`src/rtl/sce_params.svh`:
```
`ifndef SCE_PARAMS_SVH
`define SCE_PARAMS_SVH

// Clock rate
`define SCE_CLK_HZ     100000000
`define SCE_CLK_KHZ    100000

// Operating times in ms
`define SCE_INIT_MS    310
`define SCE_BEEP_MS    100
`define SCE_WAKE_MS    2
`define SCE_SCAN_MS    120

// Serial framing: 8 data, no parity, 1 stop
`define SCE_BAUD       9600
`define SCE_DATA_BITS  8
`define SCE_FRAME_BITS (`SCE_DATA_BITS + 2)
`define SCE_BIT_CYC    ((`SCE_CLK_HZ + `SCE_BAUD / 2) / `SCE_BAUD)

// Receive byte that starts a scan, value arbitrary
`define SCE_SW_TRIG    8'h16

// Counter widths
`define SCE_TMR_W      25
`define SCE_MS_W       17
`define SCE_IDLE_W     16
`define SCE_BAUD_W     14
`define SCE_BIT_W      4

`endif

```
`src/rtl/sce_pkg.sv`:
```
`include "sce_params.svh"

package sce_pkg;

  // Gray along init, beep, standby, scan, send, hold
  typedef enum logic [2:0] {
    SCE_INIT  = 3'h0,
    SCE_BEEP  = 3'h1,
    SCE_STBY  = 3'h3,
    SCE_SCAN  = 3'h2,
    SCE_SEND  = 3'h6,
    SCE_HOLD  = 3'h7,
    SCE_SLEEP = 3'h5,
    SCE_WAKE  = 3'h4
  } sce_state_e;

  typedef struct packed {
    logic                      valid;
    logic                      last;
    logic [`SCE_DATA_BITS-1:0] data;
  } sce_byte_s;

  typedef logic [`SCE_TMR_W-1:0]  sce_tmr_t;
  typedef logic [`SCE_MS_W-1:0]   sce_ms_t;
  typedef logic [`SCE_IDLE_W-1:0] sce_idle_t;
  typedef logic [`SCE_BAUD_W-1:0] sce_baud_t;
  typedef logic [`SCE_BIT_W-1:0]  sce_bit_t;

endpackage

```
`src/rtl/sce_host_ctrl.sv`:
```
// Function
// - Sleep after programmed idle interval when enabled
// - Wake on 2 ms trigger or receive activity
// - Buzzer high while decoded data is sent
// - Standby scan bounded by 120 ms
// - Initialization within 310 ms, then power-up beep, then standby
// - Wake plus decode bounded near 120 ms
// - Serial 9600 baud, 8N1, no handshake
// - Scan from trigger pin or serial command
// - Power-up indication on buzzer
// - Illumination on during capture
// - Good read: light off, buzzer, send
// - Pin scan until decode, release or timeout; re-press
`timescale 1ns/1ps
`default_nettype none
`include "sce_params.svh"

module sce_host_ctrl
  import sce_pkg::*;
#(
  parameter int INIT_CYC = `SCE_INIT_MS * `SCE_CLK_KHZ,
  parameter int BEEP_CYC = `SCE_BEEP_MS * `SCE_CLK_KHZ,
  parameter int WAKE_CYC = `SCE_WAKE_MS * `SCE_CLK_KHZ,
  parameter int SCAN_CYC = `SCE_SCAN_MS * `SCE_CLK_KHZ,
  parameter int MS_CYC   = `SCE_CLK_KHZ,
  parameter int BIT_CYC  = `SCE_BIT_CYC
) (
  input  wire logic      clock,
  input  wire logic      rst_b,
  input  wire logic      trigPin_b,
  input  wire logic      rxdPin,
  input  wire logic      sleepEn,
  input  wire sce_idle_t sleepMs,
  input  wire logic      decodeDone,
  input  wire sce_byte_s decByte,
  output logic           decReady,
  output logic           illumOn,
  output logic           buzzer,
  output logic           txdPin,
  output logic           sleepActive
);

  sce_state_e state_ff;
  sce_state_e nxt_state;
  sce_tmr_t   tmr_ff;
  sce_tmr_t   nxt_tmr;
  sce_ms_t    msCnt_ff;
  sce_ms_t    nxt_msCnt;
  sce_idle_t  idleMs_ff;
  sce_idle_t  nxt_idleMs;
  logic       swScan_ff;
  logic       nxt_swScan;
  logic       lastSent_ff;
  logic       nxt_lastSent;
  logic       trigMeta_ff;
  logic       trigSync_ff;
  logic       illum_ff;
  logic       buzz_ff;
  logic       sleep_ff;
  logic       trigLow;
  logic       txReady;
  logic       rxAct;
  logic       swCmd;
  logic       accept;
  logic       active;
  sce_byte_s  rxByte;
  sce_byte_s  txIn;

  // Timer reaches the last cycle of a span
  function automatic logic tmrAt(sce_tmr_t t, int span);
    return t == sce_tmr_t'(span - 1);
  endfunction

  assign trigLow = ~trigSync_ff;
  assign swCmd   = rxByte.valid
                   && rxByte.data == `SCE_SW_TRIG;

  // Decoded bytes go straight to the line, one at a time
  assign decReady = (state_ff == SCE_SEND) && txReady;
  assign accept   = decReady && decByte.valid;
  always_comb begin
    txIn       = decByte;
    txIn.valid = accept;
  end

  sce_uart_tx #(
    .BIT_CYC (BIT_CYC)
  ) u_tx (
    .clock   (clock),
    .rst_b   (rst_b),
    .txIn    (txIn),
    .txReady (txReady),
    .txd     (txdPin)
  );

  sce_uart_rx #(
    .BIT_CYC (BIT_CYC)
  ) u_rx (
    .clock  (clock),
    .rst_b  (rst_b),
    .rxdPin (rxdPin),
    .rxByte (rxByte),
    .rxAct  (rxAct)
  );

  // Operating sequence; its timers share one counter to save flops
  always_comb begin
    nxt_state    = state_ff;
    nxt_tmr      = tmr_ff + sce_tmr_t'(1);
    nxt_swScan   = swScan_ff;
    nxt_lastSent = lastSent_ff | (accept & decByte.last);
    unique case (state_ff)
      SCE_INIT: begin
        if (tmrAt(tmr_ff, INIT_CYC)) begin
          nxt_state = SCE_BEEP;
          nxt_tmr   = '0;
        end
      end
      SCE_BEEP: begin
        if (tmrAt(tmr_ff, BEEP_CYC)) begin
          nxt_state = SCE_STBY;
        end
      end
      SCE_STBY: begin
        nxt_tmr = '0;
        if (trigLow || swCmd) begin
          nxt_state  = SCE_SCAN;
          nxt_swScan = ~trigLow;
        end else if (sleepEn && idleMs_ff >= sleepMs) begin
          nxt_state = SCE_SLEEP;
        end
      end
      SCE_SCAN: begin
        nxt_lastSent = 1'b0;
        if (decodeDone) begin
          nxt_state = SCE_SEND;
        end else if (!swScan_ff && !trigLow) begin
          nxt_state = SCE_STBY;
        end else if (tmrAt(tmr_ff, SCAN_CYC)) begin
          nxt_state = SCE_HOLD;
        end
      end
      SCE_SEND: begin
        // Buzzer holds until the last frame has left
        if (lastSent_ff && txReady) begin
          nxt_state = SCE_HOLD;
        end
      end
      SCE_HOLD: begin
        if (!trigLow) begin
          nxt_state = SCE_STBY;
        end
      end
      SCE_SLEEP: begin
        nxt_tmr = '0;
        if (trigLow) begin
          nxt_state = SCE_WAKE;
        end else if (rxAct) begin
          nxt_state = SCE_STBY;
        end
      end
      SCE_WAKE: begin
        // Timer keeps running so the scan limit covers wake-up
        if (!trigLow) begin
          nxt_state = SCE_SLEEP;
        end else if (tmrAt(tmr_ff, WAKE_CYC)) begin
          nxt_state  = SCE_SCAN;
          nxt_swScan = 1'b0;
        end
      end
    endcase
  end

  // Inactivity count in ms; any activity restarts it
  assign active = trigLow || rxAct || state_ff != SCE_STBY;
  always_comb begin
    nxt_msCnt  = msCnt_ff + sce_ms_t'(1);
    nxt_idleMs = idleMs_ff;
    if (active) begin
      nxt_msCnt  = '0;
      nxt_idleMs = '0;
    end else if (msCnt_ff == sce_ms_t'(MS_CYC - 1)) begin
      nxt_msCnt = '0;
      if (idleMs_ff != '1) begin // Saturate, never wrap
        nxt_idleMs = idleMs_ff + sce_idle_t'(1);
      end
    end
  end

  // Pin outputs follow the next state, so they change with it
  always_ff @(posedge clock) begin
    if (!rst_b) begin
      state_ff    <= SCE_INIT;
      tmr_ff      <= '0;
      msCnt_ff    <= '0;
      idleMs_ff   <= '0;
      swScan_ff   <= 1'b0;
      lastSent_ff <= 1'b0;
      trigMeta_ff <= 1'b1;
      trigSync_ff <= 1'b1;
      illum_ff    <= 1'b0;
      buzz_ff     <= 1'b0;
      sleep_ff    <= 1'b0;
    end else begin
      state_ff    <= nxt_state;
      tmr_ff      <= nxt_tmr;
      msCnt_ff    <= nxt_msCnt;
      idleMs_ff   <= nxt_idleMs;
      swScan_ff   <= nxt_swScan;
      lastSent_ff <= nxt_lastSent;
      trigMeta_ff <= trigPin_b;
      trigSync_ff <= trigMeta_ff;
      illum_ff    <= nxt_state == SCE_SCAN;
      buzz_ff     <= nxt_state == SCE_BEEP
                     || nxt_state == SCE_SEND;
      sleep_ff    <= nxt_state == SCE_SLEEP;
    end
  end

  assign illumOn     = illum_ff;
  assign buzzer      = buzz_ff;
  assign sleepActive = sleep_ff;
endmodule

`default_nettype wire

```
`src/rtl/sce_uart_rx.sv`:
```
`timescale 1ns/1ps
`default_nettype none
`include "sce_params.svh"

module sce_uart_rx
  import sce_pkg::*;
#(
  parameter int BIT_CYC = `SCE_BIT_CYC
) (
  input  wire logic clock,
  input  wire logic rst_b,
  input  wire logic rxdPin,
  output sce_byte_s rxByte,
  output logic      rxAct
);

  logic                      rx0_ff;
  logic                      rx1_ff;
  logic                      rxPrev_ff;
  logic                      busy_ff;
  logic                      nxt_busy;
  sce_baud_t                 baud_ff;
  sce_baud_t                 nxt_baud;
  sce_bit_t                  bit_ff;
  sce_bit_t                  nxt_bit;
  logic [`SCE_DATA_BITS-1:0] shift_ff;
  logic [`SCE_DATA_BITS-1:0] nxt_shift;
  sce_byte_s                 out_ff;
  sce_byte_s                 nxt_out;
  logic                      fall;

  // Edge seen only past the second sync flop
  assign fall  = rxPrev_ff & ~rx1_ff;
  assign rxAct = fall;

  // Start checked at mid bit, then one sample per bit
  always_comb begin
    nxt_busy  = busy_ff;
    nxt_baud  = baud_ff;
    nxt_bit   = bit_ff;
    nxt_shift = shift_ff;
    nxt_out   = '0;
    if (!busy_ff) begin
      if (fall) begin
        nxt_busy = 1'b1;
        nxt_baud = '0;
        nxt_bit  = '0;
      end
    end else if (baud_ff == (bit_ff == '0
                 ? sce_baud_t'(BIT_CYC / 2 - 1)
                 : sce_baud_t'(BIT_CYC - 1))) begin
      nxt_baud = '0;
      nxt_bit  = bit_ff + sce_bit_t'(1);
      if (bit_ff == '0) begin
        nxt_busy = ~rx1_ff; // Glitch, not a start bit
      end else if (bit_ff <= sce_bit_t'(`SCE_DATA_BITS)) begin
        nxt_shift = {rx1_ff, shift_ff[`SCE_DATA_BITS-1:1]};
      end else begin
        nxt_busy      = 1'b0;
        nxt_out.valid = rx1_ff; // Framing error drops byte
        nxt_out.last  = 1'b1;
        nxt_out.data  = shift_ff;
      end
    end else begin
      nxt_baud = baud_ff + sce_baud_t'(1);
    end
  end

  always_ff @(posedge clock) begin
    if (!rst_b) begin
      rx0_ff    <= 1'b1;
      rx1_ff    <= 1'b1;
      rxPrev_ff <= 1'b1;
      busy_ff   <= 1'b0;
      baud_ff   <= '0;
      bit_ff    <= '0;
      shift_ff  <= '0;
      out_ff    <= '0;
    end else begin
      rx0_ff    <= rxdPin;
      rx1_ff    <= rx0_ff;
      rxPrev_ff <= rx1_ff;
      busy_ff   <= nxt_busy;
      baud_ff   <= nxt_baud;
      bit_ff    <= nxt_bit;
      shift_ff  <= nxt_shift;
      out_ff    <= nxt_out;
    end
  end

  assign rxByte = out_ff;
endmodule

`default_nettype wire

```
`src/rtl/sce_uart_tx.sv`:
```
`timescale 1ns/1ps
`default_nettype none
`include "sce_params.svh"

module sce_uart_tx
  import sce_pkg::*;
#(
  parameter int BIT_CYC = `SCE_BIT_CYC
) (
  input  wire logic      clock,
  input  wire logic      rst_b,
  input  wire sce_byte_s txIn,
  output logic           txReady,
  output logic           txd
);

  logic                        busy_ff;
  logic                        nxt_busy;
  logic [`SCE_FRAME_BITS-1:0]  shift_ff;
  logic [`SCE_FRAME_BITS-1:0]  nxt_shift;
  sce_bit_t                    bit_ff;
  sce_bit_t                    nxt_bit;
  sce_baud_t                   baud_ff;
  sce_baud_t                   nxt_baud;
  logic                        txd_ff;
  logic                        nxt_txd;

  // Frame is start, data LSB first, stop; no flow control
  always_comb begin
    nxt_busy  = busy_ff;
    nxt_shift = shift_ff;
    nxt_bit   = bit_ff;
    nxt_baud  = baud_ff;
    if (!busy_ff) begin
      if (txIn.valid) begin
        nxt_busy  = 1'b1;
        nxt_shift = {1'b1, txIn.data, 1'b0};
        nxt_bit   = '0;
        nxt_baud  = '0;
      end
    end else if (baud_ff == sce_baud_t'(BIT_CYC - 1)) begin
      nxt_baud  = '0;
      nxt_shift = {1'b1, shift_ff[`SCE_FRAME_BITS-1:1]};
      if (bit_ff == sce_bit_t'(`SCE_FRAME_BITS - 1)) begin
        nxt_busy = 1'b0;
      end else begin
        nxt_bit = bit_ff + sce_bit_t'(1);
      end
    end else begin
      nxt_baud = baud_ff + sce_baud_t'(1);
    end
    nxt_txd = nxt_busy ? nxt_shift[0] : 1'b1; // Idle line high
  end

  always_ff @(posedge clock) begin
    if (!rst_b) begin
      busy_ff  <= 1'b0;
      shift_ff <= '1;
      bit_ff   <= '0;
      baud_ff  <= '0;
      txd_ff   <= 1'b1;
    end else begin
      busy_ff  <= nxt_busy;
      shift_ff <= nxt_shift;
      bit_ff   <= nxt_bit;
      baud_ff  <= nxt_baud;
      txd_ff   <= nxt_txd;
    end
  end

  assign txReady = ~busy_ff;
  assign txd     = txd_ff;
endmodule

`default_nettype wire

```
`config.mk`:
```
export PLATFORM = sky130hd
export DESIGN_NAME = sce_host_ctrl
export DESIGN_NICKNAME = d
export VERILOG_FILES = /design/src/rtl/sce_pkg.sv /design/src/rtl/sce_host_ctrl.sv /design/src/rtl/sce_uart_rx.sv /design/src/rtl/sce_uart_tx.sv
export VERILOG_INCLUDE_DIRS = /design/src /design/src/rtl
export SDC_FILE = /design/constraint.sdc
export NUM_CORES = 1
export LEC_CHECK = 0
export BUFFER_PORTS_ARGS = -buffer_cell sky130_fd_sc_hd__buf_2
export CAP_MARGIN = 25
export CORE_MARGIN = 3
export CORE_UTILIZATION = 30
export DETAILED_ROUTE_END_ITERATION = 8
export GPL_TIMING_DRIVEN = 0
export SYNTH_ARGS = -nofsm -noshare
export SYNTH_HDL_FRONTEND = slang
export SYNTH_HIERARCHICAL = 1
export SYNTH_SLANG_ARGS = --single-unit
```
`constraint.sdc`:
```
create_clock -name clock -period 2.2 [get_ports clock]
set_input_delay 0.11 -clock clock [delete_from_list [all_inputs] [get_ports clock]]
set_output_delay 0.11 -clock clock [all_outputs]
set_load 0.03 [all_outputs]
```
==> results of run 1 <==
-- worst max path at each step --
stage                   startpoint             end  slack (ns)  depth (start not counted)
floorplan           u_rx/bit_ff[0]  u_rx/bit_ff[2]       -0.03                          7
global placement      idleMs_ff[0]          buzzer       -0.25                          9
detailed placement    idleMs_ff[0]          buzzer       -0.22                          9
CTS                 u_rx/bit_ff[0]  u_rx/bit_ff[2]       -0.11                          7
global route        u_rx/bit_ff[0]  u_rx/bit_ff[2]       -0.17                          7
finish              u_rx/bit_ff[0]  u_rx/bit_ff[2]       -0.14                          7
-- state kept, by name, summed over array words and instances (netlist names), 8 cells and up --
name / cells
tmr_ff: 25
msCnt_ff: 17
u_rx/rxByte: 9
u_tx/baud_ff: 14
u_rx/shift_ff: 8
u_tx/shift_ff: 10
u_rx/baud_ff: 14
idleMs_ff: 16
-- layer usage --
layer | share of wire (%) | routed length (microns) | up-vias | track usage, %
li1 | - | - | 3021 | -
met1 | 49 | 7444 | 2751 | 16.56
met2 | 45 | 6886 | 100 | 19.50
met3 | 3.8 | 572 | 21 | 3.291
met4 | 1.7 | 256 | 0 | 4.335
met5 | 0 | 0 | - | 0
-- power groups by stage --
stage | clock (mW) | sequential (mW) | combinational [mW]
3_3_place_gp | 0 | 2.56 | 0.128
6_report | 2.65 | 2.50 | 0.167
5_1_grt | 2.82 | 2.50 | 0.190
2_1_floorplan | 0 | 2.56 | 0.0735
4_1_cts | 2.72 | 2.50 | 0.152
3_5_place_dp | 0 | 2.56 | 0.129
-- what timing repair did --
item	4_1_cts	5_1_grt
cloned	3	1
hold buffers	11	0
pin swaps	12	14
gates resized for setup	29	41
buffers inserted	10	2
setup endpoints to repair	76	95
hold endpoints to repair	11	0
-- cell type report --
class,count,area [sq um]
buffer,23,147.6
fill,2195,13600
inverter,41,160.2
multi-input combinational,601,4053
clock inverter,11,98.84
timing repair buffer,60,399.1
sequential,137,2763
tap,280,350.3
clock buffer,21,450.4
-- layout by cell type, fill, tap and decap left out, types with 8 or more instances in the layout --
| master | instances |
|---|---|
| a21oi_1 | 27 |
| a221o_1 | 8 |
| a31oi_1 | 11 |
| and2_1 | 18 |
| and3_1 | 22 |
| buf_2 | 41 |
| buf_4 | 11 |
| buf_6 | 8 |
| clkbuf_1 | 11 |
| clkbuf_16 | 17 |
| dfxtp_1 | 127 |
| dlygate4sd3_1 | 11 |
| ha_1 | 22 |
| inv_1 | 38 |
| mux2i_1 | 9 |
| nand2_1 | 89 |
| nand2b_1 | 13 |
| nand3_1 | 46 |
| nand4_1 | 22 |
| nor2_1 | 76 |
| nor2b_1 | 10 |
| nor3_1 | 16 |
| o21ai_0 | 26 |
| or3_1 | 9 |
| xnor2_1 | 29 |
| xor2_1 | 26 |
-- metrics by stage --
stage	total power [mW]	TNS, ns
2_1_floorplan	2.629	-0.03088
3_3_place_gp	2.686	-9.139
3_5_place_dp	2.687	-9.298
4_1_cts	5.371	-0.9241
5_1_grt	5.516	-3.290
6_report	5.319	-1.343
-- worst register-to-register path: stages (launching register included) --
cell and delay [ns]:
dfxtp_4 0.36, inv_4 0.04, ha_4 0.15, nor3b_4 0.15
or4b_4 0.51, a2111o_1 0.50, o311a_1 0.33, a41o_1 0.20
==> flow_summary.toml, run 1 <==
[timing]
finalCriticalPeriod_ns = 2.341
max_slew_margin_pct = 41.63
setup_viol = 21
fmax_ghz = 0.4272
final_max_slew_viol_count = 0
finClkSkew_ns = 0.007468
worst_pin_slew_ns = 0.8689
hold_slack_ns = 0.04008
rsz0062_at_grt = "true"
setup_ws_ns = -0.1410
hold_viol_final = 0
period_share_pct = 106.4

[pwr]
clkPwrFrac_pct = 49.8
seqPwrFrac_pct = 47.1
power.net_switching_mw = 1.174
power_frac_comb_pct = 3.1
internal_power_mw = 4.146
ir_worst_vdd_mv = 0.3796
pwr_density_cell_nw_per_um2 = 631.6
total_leakage_power_nw = 3.066
switching_share_pct = 22.06

[logic_synthesis]
syn_avg_cell_area_sq_um = 8.506
synthCells = 799
syn_area_sq_um = 6797
ys_warn_count = 6
synth.net_count = 857

[grt]
antenna_found_initial = 0
track_usage_pct = 12.43
gr-total-overflow = 0
first_global_vias = 5487
grt_max_degree = 17
grt_first_pass_wirelength_mm = 25.43

[floorplan]
core_sq_um = 22030
dieHeight_microns = 156.5
ios = 37
rows = 54
die_area_sq_um = 24500
initial_core_util_pct = 30.86
die_x_microns = 156.5

[worst_setup_path]
r2r_end = "u_rx/bit_ff[2]"
critPathSlowestCell = "or4b_4"
rr_startpoint = "u_rx/bit_ff[0]"
r2r_slack_ns = -0.14
cp.arrival_ns = 2.66
cp-start-kind = "register"
reg2regPathDepth = 7
path_delay_family = "compound AO/OA/AOI/OAI gates"
endpoint_kind = "register"
critical_path.cell_chain = "inv_4 > ha_4 > nor3b_4 > or4b_4 > a2111o_1 > o311a_1 > a41o_1"
cp_max_fo = 5
worst-path-buf-inv = 1
cpPeakStageDelay_ns = 0.51
critPathRequiredTime_ns = 2.52
critical_path_class = "reg2reg"

[final_layout]
drive_gt1_share_pct = 17.34
final_core_util_pct = 38.24
antenna_cells = 0
finalNonFillerCells = 1174
area_delta_synth_final_pct = 23.91
final_nets = 939
finalInstanceArea_sq_um = 8422

[route]
viasPerCell = 5.020
drt_first_pass_iters = 4
vias = 5893
drt_iter0_drc = 333
finalWirelength_mm = 15.16
drc = 0
wl_per_cell_microns = 12.91
antenna_left = 0

[status]
violations = "setup timing"
run_status = "finished with violations"

[cts]
root_buffer = "clkbuf_16"
htree_levels = 4
clockBufferDepth = 2
cts_buffers = 17
tritoncts = "done"
cts.sinks = 137
clk_pin_slew_worst_paths_ns = 0.06
clk_latency_ns = 0.43

[place]
hpwl_mm = 10.14
place.gp.congestion = 0.8129
dp_cells = 1115
place.port_buffers = 36
dpl_cell_area_sq_um = 7366
pre_cts_slack_ns = -0.2233

[min_path]
min_from = "rst_b"
hp-class = "in2reg"
hold_path_depth = 2
holdPathEnd = "u_rx/rx0_ff"

[job]
cap_violations = 0
Note: power is estimated with default switching activity, not from simulation.
==> run 2: changes to the inputs <==
SYNTH_HIERARCHICAL = not set   (was 1)
==> run 2 against run 1 <==
Against the previous run:
- the run still ends with setup timing left
- non-clock buffer count increased by 17
- synthesized area decreased by 0.75%
- sequential cell count is the same
- critical path depth grew 2
- final cell count fell by 0.51%
- count of clock-buffer cells in the layout is 2 lower
- register-to-register slack better by 0.13 ns
- largest power group unchanged
- via count fell by 3.7%
- die area decreased by 0.73%
- first-iteration DRC count decreased by 0.90%
- wire length barely moved
==> flow_summary.toml, run 2 <==
[route]
route.met3.wl_microns = 358
drt_iter0_drc = 330
top_layer = "met4"
antenna_left = 0
drc = 0
wl_per_cell_microns = 12.99
drt_first_pass_iters = 5
dr_wl_met2_mm = 7.204
vias = 5673
viasPerCell = 4.857
finalWirelength_mm = 15.17
drt-met1-wl_mm = 7.423

[logic_synthesis]
synthTopCellsByCount = "137 x dfxtp_1, 120 x nor2_1, 62 x nand2_1, 42 x xor2_1, 37 x nand3_1"
synthCells = 794
ys_seq_area_share_pct = 40.66
synth.net_count = 852
synth_cell_types = 70
yosys_register_bits = 137
synth_ff_type = "dfxtp_1"
synth_edf_count = 0
synth_top_area_share_pct = 40.66
yosysMostFrequentCell = "dfxtp_1"
syn_area_sq_um = 6745
async_flop_share_pct = 0
ys_warn_count = 0
synth_top_area_cell = "dfxtp_1"
netlist_top_cells_area = "dfxtp_1 41%, nor2_1 6.7%, xor2_1 5.5%, ha_1 4.8%, nand2_1 3.5%"
syn_avg_cell_area_sq_um = 8.495

[job]
cap_violations = 0

[timing]
period_share_pct = 100.3
final_max_slew_viol_count = 0
worst_pin_slew_ns = 0.6642
hold_viol_final = 0
max_slew_margin_pct = 55.35
setup_viol = 1
finClkSkew_ns = 0.01115
rsz0062_at_grt = "true"
finalCriticalPeriod_ns = 2.208
fmax_ghz = 0.4530
setup_ws_ns = -0.007600
hold_slack_ns = 0.05078

[cts]
root_buffer = "clkbuf_16"
tritoncts = "done"
cts.sinks = 137
clk_pin_slew_worst_paths_ns = 0.06
cts_buffers = 17
clk_latency_ns = 0.42
htree_levels = 4
clockBufferDepth = 2

[grt]
gr-total-overflow = 0
grt_first_pass_wirelength_mm = 25.41
antenna_found_initial = 0
track_usage_pct = 12.52
grt_max_degree = 17
first_global_vias = 5331

[floorplan]
core_sq_um = 21960
initial_core_util_pct = 30.72
dieHeight_microns = 155.9
die_x_microns = 155.9
ios = 37
die_area_sq_um = 24320
rows = 54

[final_layout]
finalNonFillerCells = 1168
final_nets = 933
drive_gt1_share_pct = 19.59
layout_common_cells = "119 x nor2_1, 119 x dfxtp_1, 61 x nand2_1, 42 x xor2_1, 39 x buf_2"
top_register = "tmr_ff"
final_core_util_pct = 38.56
antenna_cells = 0
finalInstanceArea_sq_um = 8467
largest_reg_flops = 25
reg_top3 = "tmr_ff (25), msCnt_ff (17), idleMs_ff (16)"
fillers = 2164
area_delta_synth_final_pct = 25.52

[pwr]
clkPwrFrac_pct = 49.8
pwr_density_cell_nw_per_um2 = 667.9
power_frac_comb_pct = 5.6
power.net_switching_mw = 1.366
seqPwrFrac_pct = 44.5
switching_share_pct = 24.16
ir_worst_vdd_mv = 0.5250
total_leakage_power_nw = 3.237
internal_power_mw = 4.288

[worst_setup_path]
critical_path_class = "reg2reg"
rr_startpoint = "u_rx.baud_ff[1]"
cp.arrival_ns = 2.49
crit_path_start = "u_rx.baud_ff[1]"
endpoint_kind = "register"
reg2regPathDepth = 9
cp_max_fo = 8
r2r_slack_ns = -0.008
r2r_end = "u_rx.baud_ff[12]"
crit_end = "u_rx.baud_ff[12]"
cp-start-kind = "register"
critPathRequiredTime_ns = 2.48

[place]
hpwl_mm = 10.22
place.gp.congestion = 0.8159
dp_cells = 1110
place.port_buffers = 36
pre_cts_slack_ns = -0.6869
dpl_cell_area_sq_um = 7281

[status]
violations = "setup timing"
run_status = "finished with violations"

[min_path]
min_from = "sleepEn"
hp-class = "in2reg"
==> run 2: cells by family (layout without fill, tap and decap cells) <==
group	after synthesis	after routing	synth area share (%)
AO/OA/AOI/OAI	115	115	11.41
XOR/XNOR	56	56	7.271
AND/OR/NAND/NOR	384	384	30.35
multiplexers	9	9	1.336
flip-flops	137	137	40.66
adder cells (fa/ha/maj)	26	26	4.823
buffers and inverters	67	161	4.155
==> run 2: through the flow <==
step	total power [mW]	TNS, ns
after floorplan	2.739	0
after CTS	5.698	-0.09515
after global routing	5.856	-0.7845
final	5.655	-0.007600
after global placement	2.827	-10.98
after detailed placement	2.829	-12.48
==> run 2: timing repair <==
action                                 in CTS  in global routing
gates resized for setup                    26                 70
hold buffers                               11                  0
setup endpoints to repair                  84                 94
pin swaps                                   9                 17
cloned                                      2                  0
endpoints found under the hold margin      11                  0
setup buffers                               8                 10
==> run 2: critical path, stage by stage, from the launching register on <==
cell	delay (ns)
dfxtp_4	0.35
or4b_1	0.50
or3_4	0.36
a21boi_4	0.16
o21ai_4	0.16
buf_12	0.15
buf_8	0.13
a31oi_4	0.03
o21ai_1	0.15
a21oi_1	0.08
==> run 2: area by class of cell <==
type	instances	area [sq um]	share of cell area (%)
clock buffers	19	452.9	5.349
clock inverters	13	131.4	1.552
multi-input cells	590	3996	47.20
repair buffers	67	467.9	5.527
inverters	29	108.9	1.286
well taps	280	350.3	4.138
plain buffers	33	186.4	2.202
flip-flops and latches	137	2773	32.75
==> run 2: per-layer routing <==
metal	vias to the layer above	global-route usage (%)
met5	-	0
met4	0	4.920
met3	12	2.219
met2	69	19.96
met1	2653	16.86
li1	2939	-
==> run 2: power groups by stage <==
stage / Clock, mW / Combinational [mW] / Sequential [mW]
final: 2.82 / 0.318 / 2.52
after global routing: 2.98 / 0.353 / 2.52
after floorplan: 0 / 0.161 / 2.58
after CTS: 2.89 / 0.292 / 2.52
after global placement: 0 / 0.252 / 2.57
after detailed placement: 0 / 0.255 / 2.57
==> run 2: worst min-delay path by stage <==
stage,depth (start not counted),endpoint
after floorplan,1,trigMeta_ff
after global placement,2,trigMeta_ff
after detailed placement,2,trigMeta_ff
after CTS,3,state_ff[2]
after global routing,3,state_ff[2]
final,3,state_ff[2]
